File: src/core/lbs_pkg.sv
// lbs_pkg: constants for the lcd bias supply control block
// assumes a 40 MHz core clock and byte registers over a two-wire serial port
package lbs_pkg;
  // register offsets
  localparam logic [7:0] ADDR_ENABLE_CFG = 8'h09;
  localparam logic [7:0] ADDR_RAMP_SHORT = 8'h0a;
  localparam logic [7:0] ADDR_FILTER_CFG = 8'h0b;
  localparam logic [7:0] ADDR_BOOST_V    = 8'h0c;
  localparam logic [7:0] ADDR_POS_V      = 8'h0d;
  localparam logic [7:0] ADDR_NEG_V      = 8'h0e;
  localparam logic [7:0] ADDR_FLAGS      = 8'h0f;
  // reset values
  localparam logic [7:0] RST_ENABLE_CFG = 8'h18;
  localparam logic [7:0] RST_RAMP_SHORT = 8'h11;
  localparam logic [7:0] RST_FILTER_CFG = 8'h00;
  localparam logic [7:0] RST_BOOST_V    = 8'h28;
  localparam logic [7:0] RST_POS_V      = 8'h1e;
  localparam logic [7:0] RST_NEG_V      = 8'h1c;
  // writable bits
  localparam logic [7:0] MASK_FILTER = 8'h33;
  localparam logic [7:0] MASK_CODE   = 8'h3f;
  // enable cfg fields
  localparam int MODE_MSB     = 7;
  localparam int MODE_LSB     = 5;
  localparam int BIT_POS_DIS  = 4;
  localparam int BIT_NEG_DIS  = 3;
  localparam int BIT_POS_EN   = 2;
  localparam int BIT_NEG_EN   = 1;
  localparam int BIT_PIN_SEL  = 0;
  // ramp/short cfg fields
  localparam int SHORT_MSB    = 7;
  localparam int SHORT_LSB    = 6;
  localparam int PRAMP_MSB    = 5;
  localparam int PRAMP_LSB    = 4;
  localparam int NRAMP_MSB    = 3;
  localparam int NRAMP_LSB    = 0;
  // filter cfg fields
  localparam int PFILT_LSB    = 4;
  localparam int NFILT_LSB    = 0;
  // flags fields
  localparam int FLAG_POS     = 3;
  localparam int FLAG_NEG     = 2;
  // mode codes
  localparam logic [2:0] MODE_OFF    = 3'h0;
  localparam logic [2:0] MODE_NORMAL = 3'h4;
  localparam logic [2:0] MODE_AUTO   = 3'h5;
  localparam logic [2:0] MODE_FIRST_WAKE_MODE  = 3'h6;
  localparam logic [2:0] MODE_SECOND_WAKE_MODE  = 3'h7;
  // code saturation
  localparam logic [5:0] CODE_MAX = 6'h32;
  // timing
  localparam int CLK_MHZ        = 40;
  localparam int FILT_2MS_US    = 2000;
  localparam int FILT_1MS_US    = 1000;
  localparam int FILT_500US_US  = 500;
  localparam int FILT_100US_US  = 100;
  localparam int RAMP_POS_US    = 256;
  localparam int RAMP_NEG_US    = 512;
  localparam int FILT_2MS_CYC   = FILT_2MS_US * CLK_MHZ;
  localparam int FILT_1MS_CYC   = FILT_1MS_US * CLK_MHZ;
  localparam int FILT_500US_CYC = FILT_500US_US * CLK_MHZ;
  localparam int FILT_100US_CYC = FILT_100US_US * CLK_MHZ;
  localparam int RAMP_POS_CYC   = RAMP_POS_US * CLK_MHZ;
  localparam int RAMP_NEG_CYC   = RAMP_NEG_US * CLK_MHZ;
  // serial port device address, value arbitrary
  localparam logic [6:0] DEV_ADDR = 7'h2a;
  typedef enum logic [2:0] {
    LBS_IDLE, LBS_DEV, LBS_DACK, LBS_WBYTE, LBS_WACK, LBS_RBYTE, LBS_RACK
  } lbs_ser_e;
endpackage

File: src/core/lbs_serial_port.sv
// lbs_serial_port: two-wire serial slave giving byte register access
// assumes scl/sda come from pins; sda is open drain, driven only low
`timescale 1ns/10ps
`default_nettype none
module lbs_serial_port (
  // clock and reset
  input  wire logic       i_clk,
  input  wire logic       i_rst_n,
  // serial pins
  input  wire logic       i_scl,
  input  wire logic       i_sda,
  output logic            o_sda_out,
  output logic            o_sda_oe,
  // register side
  output logic [7:0]      o_addr,
  output logic [7:0]      o_wdata,
  output logic            o_wr,
  output logic            o_rd,
  input  wire logic [7:0] i_rdata
);
  logic [1:0] scl_sync_r;
  logic [1:0] sda_sync_r;
  logic       scl_d_r;
  logic       sda_d_r;
  logic [7:0] sh_r;
  logic [7:0] tx_r;
  logic [3:0] cnt_r;
  logic       rw_r;
  logic       first_r;
  lbs_pkg::lbs_ser_e state_r;
  logic scl_rise, scl_fall, start_c, stop_c;

  // --------------------------------------------------------------
  // pin synchronisers and edges
  // --------------------------------------------------------------
  always_ff @(posedge i_clk) begin
    if (!i_rst_n) begin
      scl_sync_r <= 2'h3;
      sda_sync_r <= 2'h3;
      scl_d_r    <= 1'b1;
      sda_d_r    <= 1'b1;
    end else begin
      scl_sync_r <= {scl_sync_r[0], i_scl};
      sda_sync_r <= {sda_sync_r[0], i_sda};
      scl_d_r    <= scl_sync_r[1];
      sda_d_r    <= sda_sync_r[1];
    end
  end
  assign scl_rise = scl_sync_r[1] & ~scl_d_r;
  assign scl_fall = ~scl_sync_r[1] & scl_d_r;
  assign start_c  = scl_sync_r[1] & scl_d_r & sda_d_r & ~sda_sync_r[1];
  assign stop_c   = scl_sync_r[1] & scl_d_r & ~sda_d_r & sda_sync_r[1];
  assign o_sda_out = 1'b0;

  // --------------------------------------------------------------
  // protocol engine
  // --------------------------------------------------------------
  always_ff @(posedge i_clk) begin
    if (!i_rst_n) begin
      state_r  <= lbs_pkg::LBS_IDLE;
      sh_r     <= 8'h00;
      tx_r     <= 8'h00;
      cnt_r    <= 4'h0;
      rw_r     <= 1'b0;
      first_r  <= 1'b0;
      o_sda_oe <= 1'b0;
      o_addr   <= 8'h00;
      o_wdata  <= 8'h00;
      o_wr     <= 1'b0;
      o_rd     <= 1'b0;
    end else begin
      o_wr <= 1'b0;
      o_rd <= 1'b0;
      // pointer steps once the register file has taken the write
      if (o_wr) o_addr <= o_addr + 8'h01;
      if (start_c) begin
        state_r  <= lbs_pkg::LBS_DEV;
        cnt_r    <= 4'h0;
        o_sda_oe <= 1'b0;
      end else if (stop_c) begin
        state_r  <= lbs_pkg::LBS_IDLE;
        o_sda_oe <= 1'b0;
      end else if (scl_rise) begin
        sh_r  <= {sh_r[6:0], sda_sync_r[1]};
        cnt_r <= cnt_r + 4'h1;
      end else if (scl_fall) begin
        unique case (state_r)
          lbs_pkg::LBS_IDLE: ;
          lbs_pkg::LBS_DEV: if (cnt_r == 4'h8) begin
            cnt_r <= 4'h0;
            if (sh_r[7:1] == lbs_pkg::DEV_ADDR) begin
              o_sda_oe <= 1'b1;
              rw_r     <= sh_r[0];
              state_r  <= lbs_pkg::LBS_DACK;
            end else begin
              state_r <= lbs_pkg::LBS_IDLE;
            end
          end
          lbs_pkg::LBS_WBYTE: if (cnt_r == 4'h8) begin
            cnt_r    <= 4'h0;
            o_sda_oe <= 1'b1;
            state_r  <= lbs_pkg::LBS_WACK;
            if (first_r) begin
              o_addr  <= sh_r;
              first_r <= 1'b0;
            end else begin
              o_wdata <= sh_r;
              o_wr    <= 1'b1;
            end
          end
          lbs_pkg::LBS_WACK: begin
            o_sda_oe <= 1'b0;
            cnt_r    <= 4'h0;
            state_r  <= lbs_pkg::LBS_WBYTE;
          end
          lbs_pkg::LBS_RBYTE: begin
            if (cnt_r == 4'h8) begin
              o_sda_oe <= 1'b0;
              cnt_r    <= 4'h0;
              o_addr   <= o_addr + 8'h01;
              state_r  <= lbs_pkg::LBS_RACK;
            end else begin
              o_sda_oe <= ~tx_r[6];
              tx_r     <= {tx_r[6:0], 1'b0};
            end
          end
          lbs_pkg::LBS_DACK, lbs_pkg::LBS_RACK: begin
            cnt_r <= 4'h0;
            if (state_r == lbs_pkg::LBS_DACK && !rw_r) begin
              o_sda_oe <= 1'b0;
              first_r  <= 1'b1;
              state_r  <= lbs_pkg::LBS_WBYTE;
            end else if (state_r == lbs_pkg::LBS_RACK && sh_r[0]) begin
              o_sda_oe <= 1'b0;
              state_r  <= lbs_pkg::LBS_IDLE;
            end else begin
              // load next byte and put its msb on the line
              tx_r     <= i_rdata;
              o_sda_oe <= ~i_rdata[7];
              o_rd     <= 1'b1;
              state_r  <= lbs_pkg::LBS_RBYTE;
            end
          end
        endcase
      end
    end
  end
endmodule
`default_nettype wire

File: src/core/lbs_bias_ctrl.sv
// lbs_bias_ctrl: top of the lcd bias supply control block
// assumes pins and short detectors are asynchronous to i_clk
`timescale 1ns/10ps
`default_nettype none
module lbs_bias_ctrl #(
  parameter int P_FILT_2MS   = lbs_pkg::FILT_2MS_CYC,
  parameter int P_FILT_1MS   = lbs_pkg::FILT_1MS_CYC,
  parameter int P_FILT_500US = lbs_pkg::FILT_500US_CYC,
  parameter int P_RAMP_POS   = lbs_pkg::RAMP_POS_CYC,
  parameter int P_RAMP_NEG   = lbs_pkg::RAMP_NEG_CYC
) (
  // clock and reset
  input  wire logic i_clk,
  input  wire logic i_rst_n,
  // serial port
  input  wire logic i_scl,
  input  wire logic i_sda,
  output logic      o_sda_out,
  output logic      o_sda_oe,
  // enable pins and short detectors
  input  wire logic i_pos_enable_pin,
  input  wire logic i_neg_enable_pin,
  input  wire logic i_pos_overcurrent,
  input  wire logic i_neg_overcurrent,
  // supply controls
  output logic [2:0] o_bias_mode_select,
  output logic       o_pos_out_on,
  output logic       o_neg_out_on,
  output logic       o_pos_pulldown,
  output logic       o_neg_pulldown,
  output logic       o_pos_ramping,
  output logic       o_neg_ramping,
  output logic       o_backlight_off,
  output logic [5:0] o_bias_boost_voltage_code,
  output logic [5:0] o_positive_bias_code,
  output logic [5:0] o_negative_bias_code
);
  logic [7:0] en_cfg_r, ramp_cfg_r, filt_cfg_r, boost_r, pos_v_r, neg_v_r;
  logic [1:0] short_flag_r;
  logic       bias_shut_r;
  logic [1:0] pin_s1_r, pin_s2_r, oc_s1_r, oc_s2_r;
  logic [7:0] bus_addr, bus_wdata, rdata;
  logic       bus_wr, bus_rd, flags_rd;
  logic [1:0] short_evt;
  logic       mode_on, pos_en, neg_en;
  logic       pos_en_d_r, neg_en_d_r;
  logic [18:0] pos_ramp_r, neg_ramp_r;
  logic [18:0] pos_ramp_lim, neg_ramp_lim;
  logic [1:0]  filt_code [2];

  lbs_serial_port u_port (
    .i_clk     (i_clk),
    .i_rst_n   (i_rst_n),
    .i_scl     (i_scl),
    .i_sda     (i_sda),
    .o_sda_out (o_sda_out),
    .o_sda_oe  (o_sda_oe),
    .o_addr    (bus_addr),
    .o_wdata   (bus_wdata),
    .o_wr      (bus_wr),
    .o_rd      (bus_rd),
    .i_rdata   (rdata)
  );

  // --------------------------------------------------------------
  // pin synchronisers
  // --------------------------------------------------------------
  always_ff @(posedge i_clk) begin
    if (!i_rst_n) begin
      pin_s1_r <= 2'h0;
      pin_s2_r <= 2'h0;
      oc_s1_r  <= 2'h0;
      oc_s2_r  <= 2'h0;
    end else begin
      pin_s1_r <= {i_neg_enable_pin, i_pos_enable_pin};
      pin_s2_r <= pin_s1_r;
      oc_s1_r  <= {i_neg_overcurrent, i_pos_overcurrent};
      oc_s2_r  <= oc_s1_r;
    end
  end

  // --------------------------------------------------------------
  // register file
  // --------------------------------------------------------------
  always_ff @(posedge i_clk) begin
    if (!i_rst_n) begin
      en_cfg_r   <= lbs_pkg::RST_ENABLE_CFG;
      ramp_cfg_r <= lbs_pkg::RST_RAMP_SHORT;
      filt_cfg_r <= lbs_pkg::RST_FILTER_CFG;
      boost_r    <= lbs_pkg::RST_BOOST_V;
      pos_v_r    <= lbs_pkg::RST_POS_V;
      neg_v_r    <= lbs_pkg::RST_NEG_V;
    end else if (bus_wr) begin
      unique case (bus_addr)
        lbs_pkg::ADDR_ENABLE_CFG: en_cfg_r   <= bus_wdata;
        lbs_pkg::ADDR_RAMP_SHORT: ramp_cfg_r <= bus_wdata;
        lbs_pkg::ADDR_FILTER_CFG: filt_cfg_r <= bus_wdata & lbs_pkg::MASK_FILTER;
        lbs_pkg::ADDR_BOOST_V:    boost_r    <= bus_wdata & lbs_pkg::MASK_CODE;
        lbs_pkg::ADDR_POS_V:      pos_v_r    <= bus_wdata & lbs_pkg::MASK_CODE;
        lbs_pkg::ADDR_NEG_V:      neg_v_r    <= bus_wdata & lbs_pkg::MASK_CODE;
        default: ;
      endcase
    end
  end

  always_comb begin
    unique case (bus_addr)
      lbs_pkg::ADDR_ENABLE_CFG: rdata = en_cfg_r;
      lbs_pkg::ADDR_RAMP_SHORT: rdata = ramp_cfg_r;
      lbs_pkg::ADDR_FILTER_CFG: rdata = filt_cfg_r;
      lbs_pkg::ADDR_BOOST_V:    rdata = boost_r;
      lbs_pkg::ADDR_POS_V:      rdata = pos_v_r;
      lbs_pkg::ADDR_NEG_V:      rdata = neg_v_r;
      lbs_pkg::ADDR_FLAGS:      rdata = {4'h0, short_flag_r[0], short_flag_r[1], 2'h0};
      default:                  rdata = 8'h00;
    endcase
  end
  assign flags_rd = bus_rd && (bus_addr == lbs_pkg::ADDR_FLAGS);

  // --------------------------------------------------------------
  // mode decode and enable source
  // --------------------------------------------------------------
  always_comb begin
    unique case (en_cfg_r[lbs_pkg::MODE_MSB:lbs_pkg::MODE_LSB])
      lbs_pkg::MODE_NORMAL, lbs_pkg::MODE_AUTO,
      lbs_pkg::MODE_FIRST_WAKE_MODE, lbs_pkg::MODE_SECOND_WAKE_MODE: mode_on = 1'b1;
      default: mode_on = 1'b0;
    endcase
  end
  assign pos_en = mode_on & ~bias_shut_r & (en_cfg_r[lbs_pkg::BIT_PIN_SEL]
                  ? pin_s2_r[0]
                  : en_cfg_r[lbs_pkg::BIT_POS_EN]);
  assign neg_en = mode_on & ~bias_shut_r & (en_cfg_r[lbs_pkg::BIT_PIN_SEL]
                  ? pin_s2_r[1]
                  : en_cfg_r[lbs_pkg::BIT_NEG_EN]);

  // --------------------------------------------------------------
  // short filters, one per output
  // --------------------------------------------------------------
  assign filt_code[0] = filt_cfg_r[lbs_pkg::PFILT_LSB +: 2];
  assign filt_code[1] = filt_cfg_r[lbs_pkg::NFILT_LSB +: 2];
  for (genvar g = 0; g < 2; g++) begin : g_filt
    logic [16:0] cnt_r;
    logic [16:0] lim;
    always_comb begin
      unique case (filt_code[g])
        2'h0: lim = 17'(P_FILT_2MS - 1);
        2'h1: lim = 17'(P_FILT_1MS - 1);
        2'h2: lim = 17'(P_FILT_500US - 1);
        2'h3: lim = 17'(lbs_pkg::FILT_100US_CYC - 1);
      endcase
    end
    // count while the short holds, restart when it goes away
    always_ff @(posedge i_clk) begin
      if (!i_rst_n || !oc_s2_r[g]) begin
        cnt_r <= 17'h0;
      end else if (cnt_r <= lim) begin
        cnt_r <= cnt_r + 17'h1;
      end
    end
    assign short_evt[g] = oc_s2_r[g] && (cnt_r == lim);
  end

  // --------------------------------------------------------------
  // flags and short response
  // --------------------------------------------------------------
  always_ff @(posedge i_clk) begin
    if (!i_rst_n) begin
      short_flag_r <= 2'h0;
    end else begin
      // a new event wins over the clear by read
      short_flag_r <= (flags_rd ? 2'h0 : short_flag_r) | short_evt;
    end
  end

  always_ff @(posedge i_clk) begin
    if (!i_rst_n) begin
      bias_shut_r     <= 1'b0;
      o_backlight_off <= 1'b0;
    end else if (|short_evt && ramp_cfg_r[lbs_pkg::SHORT_MSB]) begin
      bias_shut_r     <= 1'b1;
      o_backlight_off <= o_backlight_off | ramp_cfg_r[lbs_pkg::SHORT_LSB];
    end else if (flags_rd) begin
      bias_shut_r     <= 1'b0;
      o_backlight_off <= 1'b0;
    end
  end

  // --------------------------------------------------------------
  // ramp timers
  // --------------------------------------------------------------
  assign pos_ramp_lim = 19'((32'(ramp_cfg_r[lbs_pkg::PRAMP_MSB:lbs_pkg::PRAMP_LSB]) + 32'd1)
                        * P_RAMP_POS);
  assign neg_ramp_lim = 19'((32'(ramp_cfg_r[lbs_pkg::NRAMP_MSB:lbs_pkg::NRAMP_LSB]) + 32'd1)
                        * P_RAMP_NEG);

  always_ff @(posedge i_clk) begin
    if (!i_rst_n) begin
      pos_en_d_r <= 1'b0;
      neg_en_d_r <= 1'b0;
      pos_ramp_r <= 19'h0;
      neg_ramp_r <= 19'h0;
    end else begin
      pos_en_d_r <= pos_en;
      neg_en_d_r <= neg_en;
      if (!pos_en)                  pos_ramp_r <= 19'h0;
      else if (!pos_en_d_r)         pos_ramp_r <= pos_ramp_lim;
      else if (pos_ramp_r != 19'h0) pos_ramp_r <= pos_ramp_r - 19'h1;
      if (!neg_en)                  neg_ramp_r <= 19'h0;
      else if (!neg_en_d_r)         neg_ramp_r <= neg_ramp_lim;
      else if (neg_ramp_r != 19'h0) neg_ramp_r <= neg_ramp_r - 19'h1;
    end
  end

  // --------------------------------------------------------------
  // registered outputs
  // --------------------------------------------------------------
  always_ff @(posedge i_clk) begin
    if (!i_rst_n) begin
      o_bias_mode_select        <= lbs_pkg::MODE_OFF;
      o_pos_out_on              <= 1'b0;
      o_neg_out_on              <= 1'b0;
      o_pos_pulldown            <= 1'b0;
      o_neg_pulldown            <= 1'b0;
      o_pos_ramping             <= 1'b0;
      o_neg_ramping             <= 1'b0;
      o_bias_boost_voltage_code <= lbs_pkg::RST_BOOST_V[5:0];
      o_positive_bias_code      <= lbs_pkg::RST_POS_V[5:0];
      o_negative_bias_code      <= lbs_pkg::RST_NEG_V[5:0];
    end else begin
      o_bias_mode_select <= mode_on ? en_cfg_r[lbs_pkg::MODE_MSB:lbs_pkg::MODE_LSB]
                                    : lbs_pkg::MODE_OFF;
      o_pos_out_on   <= pos_en;
      o_neg_out_on   <= neg_en;
      o_pos_pulldown <= en_cfg_r[lbs_pkg::BIT_POS_DIS] & ~pos_en;
      o_neg_pulldown <= en_cfg_r[lbs_pkg::BIT_NEG_DIS] & ~neg_en;
      o_pos_ramping  <= pos_en && (!pos_en_d_r || pos_ramp_r > 19'h1);
      o_neg_ramping  <= neg_en && (!neg_en_d_r || neg_ramp_r > 19'h1);
      o_bias_boost_voltage_code <= boost_r[5:0];
      o_positive_bias_code <= (pos_v_r[5:0] > lbs_pkg::CODE_MAX)
                              ? lbs_pkg::CODE_MAX : pos_v_r[5:0];
      o_negative_bias_code <= (neg_v_r[5:0] > lbs_pkg::CODE_MAX)
                              ? lbs_pkg::CODE_MAX : neg_v_r[5:0];
    end
  end
endmodule
`default_nettype wire

File: config.mk
export PLATFORM = sky130hd
export DESIGN_NAME = lbs_bias_ctrl
export DESIGN_NICKNAME = d
export VERILOG_FILES = /design/src/core/lbs_pkg.sv /design/src/core/lbs_serial_port.sv /design/src/core/lbs_bias_ctrl.sv
export SDC_FILE = /design/constraint.sdc
export NUM_CORES = 1
export LEC_CHECK = 0
export BUFFER_PORTS_ARGS = -buffer_cell sky130_fd_sc_hd__buf_2
export CORE_MARGIN = 1.5
export CORE_UTILIZATION = 62
export CTS_CLUSTER_SIZE = 28
export DETAILED_ROUTE_END_ITERATION = 8
export GPL_TIMING_DRIVEN = 0
export PLACE_DENSITY = 0.8
export SYNTH_ARGS = -nofsm -noshare
export SYNTH_HDL_FRONTEND = slang
export SYNTH_SLANG_ARGS = --single-unit
File: constraint.sdc
create_clock -name i_clk -period 3.42 [get_ports i_clk]
set_clock_uncertainty 0.05 [all_clocks]
set_input_delay 0.171 -clock i_clk [delete_from_list [all_inputs] [get_ports i_clk]]
set_output_delay 0.171 -clock i_clk [all_outputs]
set_load 0.02 [all_outputs]
# Yosys cells after proc, flatten, opt, wreduce, memory -nomap -nowiden
# Index checks and enable logic that the tools add are counted.
# W data, S select, Z words.
[totals]
mem_bits_rw = 0
reg_bits = 198
romBits = 0
latch_bits = 0
in_bits = 8
n_memories = 0
[classes]
n_reduce_logical = 61
eq_ne = 42
n_div = 0
mux = 56
bitwise_logic = 32
order_cmp = 6
n_addsub = 8
multipliers = 2
shifts = 0
[op_table]
columns = ["cell", "n"]
rows = [
  ["$pmux W17 S4", 2],
  ["$mux W19", 4],
  ["$mux W8", 8],
  ["$eq A8 B4 Y1 const B", 7],
  ["$pmux W8 S7", 1],
  ["$gt A19 B1 Y1 const B", 2],
  ["$reduce_bool A19 Y1", 2],
  ["$sub A19 B1 Y19 const B", 2],
  ["$add A17 B1 Y17 const B", 2],
  ["$eq A17 B17 Y1", 2],
  ["$le A17 B17 Y1", 2],
  ["$eq A3 B3 Y1 const B", 7],
  ["$mux W7", 3],
  ["$reduce_and A7 Y1", 3],
  ["$mux W1", 20],
  ["$not A1 Y1", 18],
  ["$reduce_and A2 Y1", 9],
  ["$reduce_and A6 Y1", 3],
  ["$pmux W8 S2", 1],
  ["$mux W3", 5],
  ["$pmux W3 S5", 1],
  ["$ne A2 B1 Y1 const B", 7],
  ["$pmux W7 S2", 1],
  ["$reduce_or A7 Y1", 2],
  ["other kinds (40)", 93],
]

# Logic depth before layout (Yosys ltp)
# Gate-level depths: netlist of the first run.
[depth]
depth_word = 9
ltp_mapped = 11

# Modules after synthesis
# Synthesis of the first run repeated with hierarchy kept, for this count alone.
[unflattened]
cells_unflattened = 1137
area_unflattened_um2 = 9788.1
[by_module_without_submodules]
columns = ["module", "area_per_inst_um2", "instances", "cells_each"]
rows = [
  ["lbs_bias_ctrl", 7174.4, 1, 836],
  ["lbs_serial_port", 2613.8, 1, 301],
]

# Worst setup path after synthesis of the first run
# No wires, ideal clock.
[synth_path]
kind = "reg-to-reg"
from = "reg filt_cfg_r[5]"
to = "reg g_filt[0].cnt_r[16]"
stages_incl_launch_ff = 10
t_arrival_ns = 2.688
slack_ns = 0.612
path_buffers = 1
setup_ns = 0.071
cell_sequence = "dfxtp_1 or2_2 ha_1 a211oi_1 nor2_1 o311ai_1 nand3_1 clkbuf_1 or4_1 a21oi_1"
[synth_between]
elab_chain_cells = 3
elab_cells_between_ends = 6
cone_classes = "order compare (1); eq/ne (3); mux (1); reduce/logical (1)"
[synth_lines]
columns = ["item", "line", "source"]
rows = [
  ["start, declared", "lbs_bias_ctrl.sv:38", "logic [7:0] en_cfg_r, ramp_cfg_r, filt_cfg_r, boost_r, pos_v_r, neg_v_r;"],
  ["start signal, assigned", "lbs_bias_ctrl.sv:89", "filt_cfg_r <= lbs_pkg::RST_FILTER_CFG;"],
  ["start signal, assigned", "lbs_bias_ctrl.sv:97", "lbs_pkg::ADDR_FILTER_CFG: filt_cfg_r <= bus_wdata & lbs_pkg::MASK_FILTER;"],
  ["$eq A2 B2 Y1 (tied with other cells)", "lbs_bias_ctrl.sv:146", "unique case (filt_code[g])"],
  ["$pmux W17 S4 (*)", "lbs_bias_ctrl.sv:146", ""],
  ["$le A17 B17 Y1 (*)", "lbs_bias_ctrl.sv:157", "end else if (cnt_r <= lim) begin"],
  ["end signal, assigned", "lbs_bias_ctrl.sv:158", "cnt_r <= cnt_r + 17'h1;"],
  ["end, declared", "lbs_bias_ctrl.sv:143", "logic [16:0] cnt_r;"],
]
# Every way passes the cells marked *; elsewhere a longest branch is shown, timed or not. The select of a mux whose other input is x is not followed.
# A chain may end at the register's enable or synchronous reset.

# Final worst setup path of the first run
# Same ends and word-level chain as after synthesis.

==> results_dict.tcl, run 1 <==
set metrics [dict create \
    worstHoldPathCells 3 \
    synth_cell_types 68 \
    firstDrtPassIters 8 \
    end_kind "flip-flop" \
    row_count 45 \
    syn_avg_cell_area_um2 8.74 \
    p_seq_share_pct 51.4 \
    setup_tns_ns 0 \
    placed_area_um2 10000 \
    combPwrFrac_pct 2.0 \
    netSwitchingPower_uw 1050 \
    drc 0 \
    grt_remaining_overflow 0 \
    cp-startpoint "filt_cfg_r[5]" \
    cts_tree "done" \
    worstPathArrival_ns 3.47 \
    reg2reg_slack_ns 0.27 \
    startpoint_type "flip-flop" \
    die-area_um2 16200 \
    final_hold_viol_count 0 \
    async_flop_share_pct 0 \
    max_slew_margin_pct 35.7 \
    clkPwrFrac_pct 46.6 \
    coreArea_um2 15100 \
    wl_per_cell_um 17.0 \
    first_global_vias 7912 \
    maxCapViolations 0 \
    power.density_nw_per_um2 422 \
    initial_utilization_pct 63.3 \
    worstPathRequired_ns 3.74 \
    post_cts.repair.setup_buffers 0 \
    numPortBuffers 35 \
    cpMostUsedCell "or4_1" \
    syn_to_final_growth_pct 11.6 \
    path_max_fanout 10 \
    clockBufferDepth 2 \
    r2r_cells 9 \
    place_congestion 0.924 \
    drt-initial-drc-count 810 \
    stdcell_area_um2 10700 \
    tightest_slew_ns 0.952 \
    seq_area_frac_synth_pct 41.4 \
    hp-start "i_rst_n" \
    power.internal_uw 3470 \
    finalWirelength_mm 23.1 \
    hold_class "primary input to flip-flop" \
    fin_crit_sh_pct 92.0 \
    syn_nets 1154 \
    htree_levels 4 \
    die_w_um 127 \
    ys.flop_type "dfxtp_1" \
    cts-root-buf "clkbuf_16" \
    ys_seq_elements 198 \
    min_period_ns 3.15 \
    rsz0062_at_grt "false" \
    clk-insertion-delay-late_ns 0.44 \
    hpwl_mm 15.9 \
    die_y_um 127 \
    switching_share_pct 23.2 \
    vias 8357 \
    yosys_warnings 0 \
    setup_violations 0 \
    nets 1214 \
    path_clk_slew_ns 0.08 \
    reg2reg_from "filt_cfg_r[5]" \
    layout-drive-gt1-share_pct 7.95 \
    grt_use_total_pct 29.6 \
    fmax_mhz 318 \
    grt_max_degree 21 \
    syn-cell-area_um2 9590 \
    cts_sinks 198 \
    maxSlewViolCount 0 \
    reg2reg_to "g_filt[0].cnt_r[16]" \
    final_cell_mix "198 x dfxtp_1, 122 x nor2_1, 111 x nand2_1, 64 x a21oi_1, 58 x mux2i_1" \
    cts_buffers 17 \
    worstSetupPathType "flip-flop to flip-flop" \
    max_stage_delay_ns 0.57 \
    synthCells 1097 \
    status "completed" \
    ios 38 \
    viasPerCell 6.15 \
    antenna_left 0 \
    cpMaxStageDelayCell "or4_1" \
    antenna_found_initial 1 \
    synth-edff-count 0 \
    holdWs_ns 0.102 \
    min_to "pos_ramp_r[14]" \
    grt_pass1_wl_mm 38.8 \
    crit_path_cell_trace "or2_2, ha_1, nand4_1, or4_1, o311ai_2, nand3_1, clkbuf_1, or4_1, a21oi_1" \
    layout_commonest_cell "dfxtp_1" \
    worst_ir_drop_vdd_uv 487 \
    p_leak_uw 0.00411 \
]
-- critical path, delay by kind of cell, from the launching register on --
kind / cells / cell delay [ns]
flip-flops: 1 / 0.40
AO/OA/AOI/OAI: 2 / 0.34
AND/OR/NAND/NOR: 5 / 1.70
buffers and inverters: 1 / 0.27
adder cells (fa/ha/maj): 1 / 0.32
-- per-layer routing --
layer / up-vias / share of wire [%] / global-route usage, % / wire length, um
li1: 4082 / - / - / -
met1: 3906 / 45 / 40.1 / 10300
met2: 310 / 46 / 46.8 / 10600
met3: 59 / 6.7 / 5.36 / 1540
met4: 0 / 2.9 / 12.4 / 662
met5: - / 0 / 0 / 0
-- Yosys cell counts, types with 15 or more instances --
cell,n,area [um2]
and2_1,22,138
nor2_1,122,458
inv_1,29,109
dfxtp_1,198,3960
nand2_1,111,417
nor4_1,19,119
or3_1,18,113
or4_1,16,120
mux2i_1,58,581
xnor2_1,23,201
nand4_1,17,106
a21oi_1,64,320
nor3_1,16,80.1
nand3_1,39,195
ha_1,48,601
clkbuf_1,41,154
nand2b_1,15,93.8
xor2_1,26,228
o21ai_0,42,210
and3_1,15,93.8
-- what timing repair did --
item / 4_1_cts / 5_1_grt
hold buffers: 6 / 0
setup endpoints to repair: 0 / 8
gates resized for setup: 0 / 2
hold endpoints to repair: 6 / 0
-- worst max-delay path by stage --
stage	endpoint	slack, ns
finish	g_filt[0].cnt_r[16]	0.27
global route	g_filt[0].cnt_r[10]	0.04
CTS	g_filt[0].cnt_r[16]	0.1
detailed placement	g_filt[0].cnt_r[16]	0.12
global placement	g_filt[0].cnt_r[16]	0.18
floorplan	g_filt[0].cnt_r[16]	0.61
-- power by group through the flow --
stage	Clock [uW]	Combinational [uW]	Sequential, uW
final	2110	89.5	2320
after global routing	2230	96.2	2320
after CTS	2130	87.5	2320
after detailed placement	0	81.5	2370
after global placement	0	80.3	2370
after floorplan	0	51.8	2370
-- registers in the layout, indices dropped and copies added, names as in the netlist, 6 cells and up --
signal,cells
u_port.o_addr,8
o_positive_bias_code,6
neg_v_r,6
u_port.o_wdata,8
neg_ramp_r,19
u_port.sh_r,8
en_cfg_r,8
o_bias_boost_voltage_code,6
o_negative_bias_code,6
ramp_cfg_r,8
boost_r,6
u_port.tx_r,7
g_filt.cnt_r,34
pos_ramp_r,19
pos_v_r,6
-- area by class of cell --
type / count / area (um2)
clock buffer: 17 / 425
timing repair buffer: 41 / 235
sequential: 198 / 3960
multi-input combinational: 818 / 5290
clock inverter: 15 / 203
tap: 188 / 235
fill: 1219 / 4450
buffer: 52 / 231
antenna: 1 / 2.50
inverter: 29 / 109
-- cells by family after synthesis --
kind of cell | Yosys count | synth area share, %
simple gates | 446 | 23.3
xor+xnor | 49 | 4.48
mux | 61 | 6.41
fa+ha+maj | 49 | 6.47
compound gates | 212 | 14.4
flops | 198 | 41.4
other cells | 1 | 0.0391
buf+inv | 81 | 3.55
-- per-stage QoR --
| stage | util [%] | total power, uW | std cells | worst slack [ns] |
|---|---|---|---|---|
| 2_1_floorplan | - | 2430 | 1097 | 0.612 |
| 6_report | 70.6 | 4520 | 1359 | 0.272 |
| 3_3_place_gp | 66.0 | 2450 | 1320 | 0.180 |
| 5_1_grt | 70.6 | 4650 | 1359 | 0.0365 |
| 4_1_cts | 70.5 | 4540 | 1358 | 0.0962 |
| 3_5_place_dp | 66.0 | 2460 | 1320 | 0.119 |
Note: power is estimated with default switching activity, not from simulation.
==> run 2: changes to the inputs <==
--- a/config.mk
+++ b/config.mk
@@ -6,8 +6,10 @@
 export NUM_CORES = 1
 export LEC_CHECK = 0
 export BUFFER_PORTS_ARGS = -buffer_cell sky130_fd_sc_hd__buf_2
+export CELL_PAD_IN_SITES_DETAIL_PLACEMENT = 1
+export CELL_PAD_IN_SITES_GLOBAL_PLACEMENT = 1
 export CORE_MARGIN = 1.5
-export CORE_UTILIZATION = 62
+export CORE_UTILIZATION = 48
 export CTS_CLUSTER_SIZE = 28
 export DETAILED_ROUTE_END_ITERATION = 8
 export GPL_TIMING_DRIVEN = 0
==> constraint.sdc (replaced) <==
create_clock -name i_clk -period 3.42 [get_ports i_clk]
set_clock_uncertainty 0.05 [all_clocks]
set_input_delay 0.513 -clock i_clk [delete_from_list [all_inputs] [get_ports i_clk]]
set_output_delay 0.513 -clock i_clk [all_outputs]
set_load 0.02 [all_outputs]
==> results_dict.tcl, run 2 (same netlist as run 1, synthesis figures left out) <==
set metrics [dict create \
    power_uw 4590 \
    layout_commonest_cell "dfxtp_1" \
    clockBufferDepth 2 \
    hpwl_mm 19.2 \
    finalNonFillerCells 1429 \
    die_y_um 144 \
    worst_ir_drop_vdd_uv 356 \
    power.density_nw_per_um2 428 \
    worstSetupPathType "flip-flop to flip-flop" \
    reg2reg_from "filt_cfg_r[5]" \
    row_count 51 \
    setup_ws_ns 0.160 \
    drc 0 \
    antenna_found_initial 0 \
    p_leak_uw 0.00410 \
    dpl_worst_slack_ns -0.0417 \
    viasPerCell 5.92 \
    min_to "u_port.sda_sync_r[0]" \
    grt_max_degree 20 \
    worstPathArrival_ns 3.58 \
    vias 8454 \
    tightest_slew_ns 1.00 \
    status "completed" \
    maxSlewViolCount 0 \
    cts_sinks 198 \
    die_w_um 144 \
    fmax_mhz 307 \
    end_kind "flip-flop" \
    worstHoldPathCells 2 \
    htree_levels 4 \
    multi_input_area_um2 5290 \
    place_congestion 0.855 \
    ios 38 \
    numPortBuffers 35 \
    rsz0062_at_grt "false" \
    path_clk_slew_ns 0.08 \
    reg2reg_slack_ns 0.16 \
    fin_crit_sh_pct 95.3 \
    coreArea_um2 19500 \
    largest-register "g_filt.cnt_r" \
    antenna_cells 0 \
    holdWs_ns 0.200 \
    layout-drive-gt1-share_pct 8.16 \
    min_period_ns 3.26 \
    cts_buffers 17 \
    nets 1208 \
    grt_pass1_wl_mm 45.1 \
    hold_class "primary input to flip-flop" \
    first_global_vias 8699 \
    hp-start "i_sda" \
    clk-insertion-delay-late_ns 0.44 \
    firstDrtPassIters 8 \
    finalWirelength_mm 27.4 \
    largest_reg_flops 34 \
    wl_per_cell_um 19.1 \
    initial_utilization_pct 49.1 \
    startpoint_type "flip-flop" \
    regArea_um2 3960 \
    top_regs "g_filt.cnt_r: 34 flops, neg_ramp_r: 19 flops, pos_ramp_r: 19 flops" \
    setup_violations 0 \
    max_slew_margin_pct 32.4 \
    drt-initial-drc-count 593 \
    final_cell_mix "198 x dfxtp_1, 122 x nor2_1, 111 x nand2_1, 64 x a21oi_1, 58 x mux2i_1" \
    die-area_um2 20800 \
    grt_use_total_pct 27.6 \
    cts_tree "done" \
    fillCellCount 2346 \
    final_hold_viol_count 0 \
    grt_remaining_overflow 0 \
    cts-root-buf "clkbuf_16" \
    r2r_cells 9 \
    dpl.cell_count 1397 \
    setup_tns_ns 0 \
    path_max_fanout 10 \
    maxCapViolations 0 \
    worstPathRequired_ns 3.74 \
    reg2reg_to "g_filt[0].cnt_r[16]" \
    antenna_left 0 \
    syn_to_final_growth_pct 12.0 \
]
-- run 2: changes by cell type in the layout (fill, tap and decap cells not counted) --
cell / before / now
bufinv_16: 2 / 3
clkbuf_1: 41 / 39
clkbuf_2: 0 / 2
clkinv_2: 0 / 1
clkinv_4: 0 / 1
clkinv_8: 3 / 1
diode_2: 1 / 0
dlygate4sd3_1: 6 / 0
inv_6: 6 / 4
inv_8: 3 / 4
-- run 2: layout make-up --
| type | instances | area share [%] |
|---|---|---|
| Inverter | 29 | 1.01 |
| Timing Repair Buffer | 35 | 1.63 |
| Multi-Input combinational cell | 818 | 49.3 |
| Buffer | 52 | 2.18 |
| Tap cell | 265 | 3.09 |
| Clock buffer | 17 | 3.96 |
| Sequential cell | 198 | 36.9 |
| Clock inverter | 15 | 1.93 |
-- run 2: metrics by stage --
stage	util [%]	cell area, um2
final	55.0	10700
after global routing	55.0	10700
after CTS	55.0	10700
after detailed placement	51.7	10100
after global placement	51.7	10100
after floorplan	-	9590
-- run 2: power by group --
part | total [uW] | internal (uW) | switching [uW]
sequential | 2320 | 2310 | 7.02
combinational | 86.9 | 23.3 | 63.6
clock | 2190 | 1190 | 997
total | 4590 | 3520 | 1070
-- run 2: worst max-delay path by stage --
stage | startpoint | to | cells after the start
2_1_floorplan | filt_cfg_r[5] | g_filt[0].cnt_r[16] | 9
6_report | filt_cfg_r[5] | g_filt[0].cnt_r[16] | 9
4_1_cts | filt_cfg_r[5] | g_filt[0].cnt_r[16] | 9
5_1_grt | filt_cfg_r[1] | g_filt[1].cnt_r[4] | 10
3_3_place_gp | filt_cfg_r[5] | g_filt[0].cnt_r[16] | 9
3_5_place_dp | filt_cfg_r[5] | g_filt[0].cnt_r[16] | 9
-- run 2: timing repair --
item                                    CTS  global route
gates cloned                              0             0
pin swaps                                 0             0
hold endpoints to repair                  0             0
gates resized for setup                   2             4
endpoints found under the setup margin    2            10
hold buffers                              0             0
buffers inserted                          0             0
-- run 2: worst max-delay path, stage by stage (launching register included) --
cell and delay, ns:
dfxtp_1 0.41, or2_2 0.36, ha_1 0.31, nand4_1 0.17
or4_1 0.65, o311ai_2 0.22, nand3_1 0.17, clkbuf_2 0.25
or4_1 0.46, a21oi_1 0.15
-- run 2: metal layers --
layer	global-route usage, %	share of wire, %
met1	36.2	45
met2	46.3	48
met3	4.37	4.1
met4	9.20	2.7
met5	0	0
==> run 3: changes to the inputs <==
--- a/config.mk
+++ b/config.mk
@@ -5,15 +5,17 @@
 export SDC_FILE = /design/constraint.sdc
 export NUM_CORES = 1
 export LEC_CHECK = 0
+export ABC_AREA = 1
 export BUFFER_PORTS_ARGS = -buffer_cell sky130_fd_sc_hd__buf_2
 export CELL_PAD_IN_SITES_DETAIL_PLACEMENT = 1
 export CELL_PAD_IN_SITES_GLOBAL_PLACEMENT = 1
 export CORE_MARGIN = 1.5
-export CORE_UTILIZATION = 48
+export CORE_UTILIZATION = 46
 export CTS_CLUSTER_SIZE = 28
 export DETAILED_ROUTE_END_ITERATION = 8
 export GPL_TIMING_DRIVEN = 0
-export PLACE_DENSITY = 0.8
+export PLACE_DENSITY = 0.81
+export REMOVE_ABC_BUFFERS = 1
 export SYNTH_ARGS = -nofsm -noshare
 export SYNTH_HDL_FRONTEND = slang
 export SYNTH_SLANG_ARGS = --single-unit
==> results_dict.tcl, run 3 <==
set metrics [dict create \
    status "completed" \
    ios 38 \
    setup_tns_ns 0 \
    final_hold_viol_count 0 \
    grt_remaining_overflow 0 \
    worstSetupPathType "flip-flop to flip-flop" \
    syn_to_final_growth_pct 9.12 \
    yosys.area.top_type "dfxtp_1" \
    final_util_pct 51.3 \
    hpwl_mm 21.4 \
    top_regs "g_filt.cnt_r: 34 flops, neg_ramp_r: 19 flops, pos_ramp_r: 19 flops" \
    path_max_fanout 18 \
    crit_path_cell_trace "nand2_1, ha_1, nand2_1, nor2_1, nand3_1, nand2_1, nand2_1, nand2_2, nand2_2, nand2_1, a21oi_1" \
    path_clk_slew_ns 0.08 \
    vias 9867 \
    async_flop_share_pct 0 \
    power.density_nw_per_um2 396 \
    maxCapViolations 0 \
    synth-edff-count 0 \
    dpl.cell_count 1799 \
    holdWs_ns 0.196 \
    die_y_um 155 \
    max_slew_margin_pct 36.5 \
    wl_per_cell_um 16.0 \
    reg2reg_to "g_filt[1].cnt_r[3]" \
    seq_area_frac_synth_pct 37.3 \
    min_period_ns 2.81 \
    finalWirelength_mm 29.2 \
    grt_max_degree 99 \
    r2r_cells 11 \
    startpoint_type "flip-flop" \
    worstHoldPathCells 2 \
    cpMaxStageDelayCell "dfxtp_1" \
    min_to "u_port.scl_sync_r[0]" \
    end_kind "flip-flop" \
    cts_resized 0 \
    htree_levels 4 \
    fin_crit_sh_pct 82.2 \
    firstDrtPassIters 5 \
    finalNonFillerCells 1831 \
    drt-initial-drc-count 570 \
    cts_buffers 17 \
    crit_buf_inv 0 \
    die-area_um2 24000 \
    cts_sinks 198 \
    yosysMostFrequentCell "nand2_1" \
    worstPathArrival_ns 3.07 \
    hold_class "primary input to flip-flop" \
    first_global_vias 10200 \
    die_w_um 155 \
    largest_reg_flops 34 \
    cp_top_family "simple AND/OR/NAND/NOR gates" \
    layout_commonest_cell "nand2_1" \
    viasPerCell 5.39 \
    row_count 55 \
    numPortBuffers 36 \
    cts_hold_buf 0 \
    worstPathRequired_ns 3.68 \
    ys_seq_elements 198 \
    synth_top_area_share_pct 37.3 \
    grt_pass1_wl_mm 49.5 \
    fmax_mhz 356 \
    initial_utilization_pct 47.0 \
    post_cts.repair.setup_buffers 0 \
    ys.flop_type "dfxtp_1" \
    antenna_left 0 \
    post_synth_main_area_contributors "dfxtp_1 37%, nand2_1 12%, a21oi_1 6.2%, inv_1 5.9%, nand3_1 5.7%" \
    final_cell_mix "349 x nand2_1, 198 x dfxtp_1, 166 x inv_1, 162 x nor2_1, 131 x a21oi_1" \
    max_stage_delay_ns 0.52 \
    antenna_cells 0 \
    coreArea_um2 22600 \
    clockBufferDepth 2 \
    worst_ir_drop_vdd_uv 245 \
    maxSlewViolCount 0 \
    drc 0 \
    cpMostUsedCell "nand2_1" \
    largest-register "g_filt.cnt_r" \
    cts_tree "done" \
    tightest_slew_ns 0.952 \
    nets 1590 \
    antenna_found_initial 0 \
    clk-insertion-delay-late_ns 0.45 \
    place_congestion 0.861 \
    synth_commonest_cells "349 x nand2_1, 198 x dfxtp_1, 166 x inv_1, 162 x nor2_1, 131 x a21oi_1" \
    reg2reg_slack_ns 0.61 \
    p_leak_uw 0.00512 \
    cts-root-buf "clkbuf_16" \
    yosys_warnings 0 \
    grt_use_total_pct 25.5 \
    reg2reg_from "filt_cfg_r[1]" \
    rsz0062_at_grt "false" \
    synth_cell_types 47 \
    setup_violations 0 \
    hp-start "i_scl" \
    synthCells 1519 \
    syn_avg_cell_area_um2 7.00 \
    layout-drive-gt1-share_pct 8.93 \
    syn-cell-area_um2 10600 \
]
[run 3: worst max-delay path by stage]
stage / from / endpoint / slack, ns / cells after the start
finish: filt_cfg_r[1] / g_filt[1].cnt_r[3] / 0.61 / 11
global route: filt_cfg_r[1] / g_filt[1].cnt_r[13] / 0.35 / 11
CTS: filt_cfg_r[1] / g_filt[1].cnt_r[3] / 0.59 / 11
detailed placement: i_rst_n / pos_ramp_r[18] / 0.23 / 7
global placement: i_rst_n / pos_ramp_r[18] / -0.47 / 7
floorplan: filt_cfg_r[5] / g_filt[0].cnt_r[1] / 1.25 / 10
[run 3: area by class of cell]
class	instances	area, um2
clock buffers	17	425
inverters	174	653
flip-flops and latches	198	3960
fillers	2968	11000
multi-input cells	1106	5790
well taps	285	357
clock inverters	15	230
repair buffers	36	183
[run 3: logic make-up (layout without fill, tap and decap cells)]
kind of cell | after synthesis | in the layout | share of synthesized area, %
AOI/OAI and AO/OA | 256 | 256 | 13.2
xor gates and xnor gates | 43 | 43 | 3.54
adders and majority gates | 49 | 49 | 5.84
buffers and inverters | 215 | 242 | 8.26
DFF | 198 | 198 | 37.3
other | 1 | 1 | 0.0353
and+or+nand+nor | 757 | 757 | 31.8
[run 3: power breakdown]
part | switching, uW | internal [uW]
combinational | 66.3 | 23.7
sequential | 11.0 | 2320
clock | 1090 | 1090
total | 1170 | 3430
[run 3: metal layers]
metal / up-vias / global-route usage, % / wire, um
li1: 4987 / - / -
met1: 4765 / 31.0 / 13400
met2: 85 / 46.8 / 14800
met3: 30 / 3.87 / 651
met4: 0 / 6.36 / 377
met5: - / 0 / 0
[run 3: per-stage QoR]
step           setup WS [ns]  cell area (um2)  total power [uW]
2_1_floorplan           1.25            10400              2430
3_3_place_gp          -0.472            10900              2470
3_5_place_dp           0.227            10900              2470
4_1_cts                0.585            11600              4640
5_1_grt                0.353            11600              4760
6_report               0.608            11600              4600
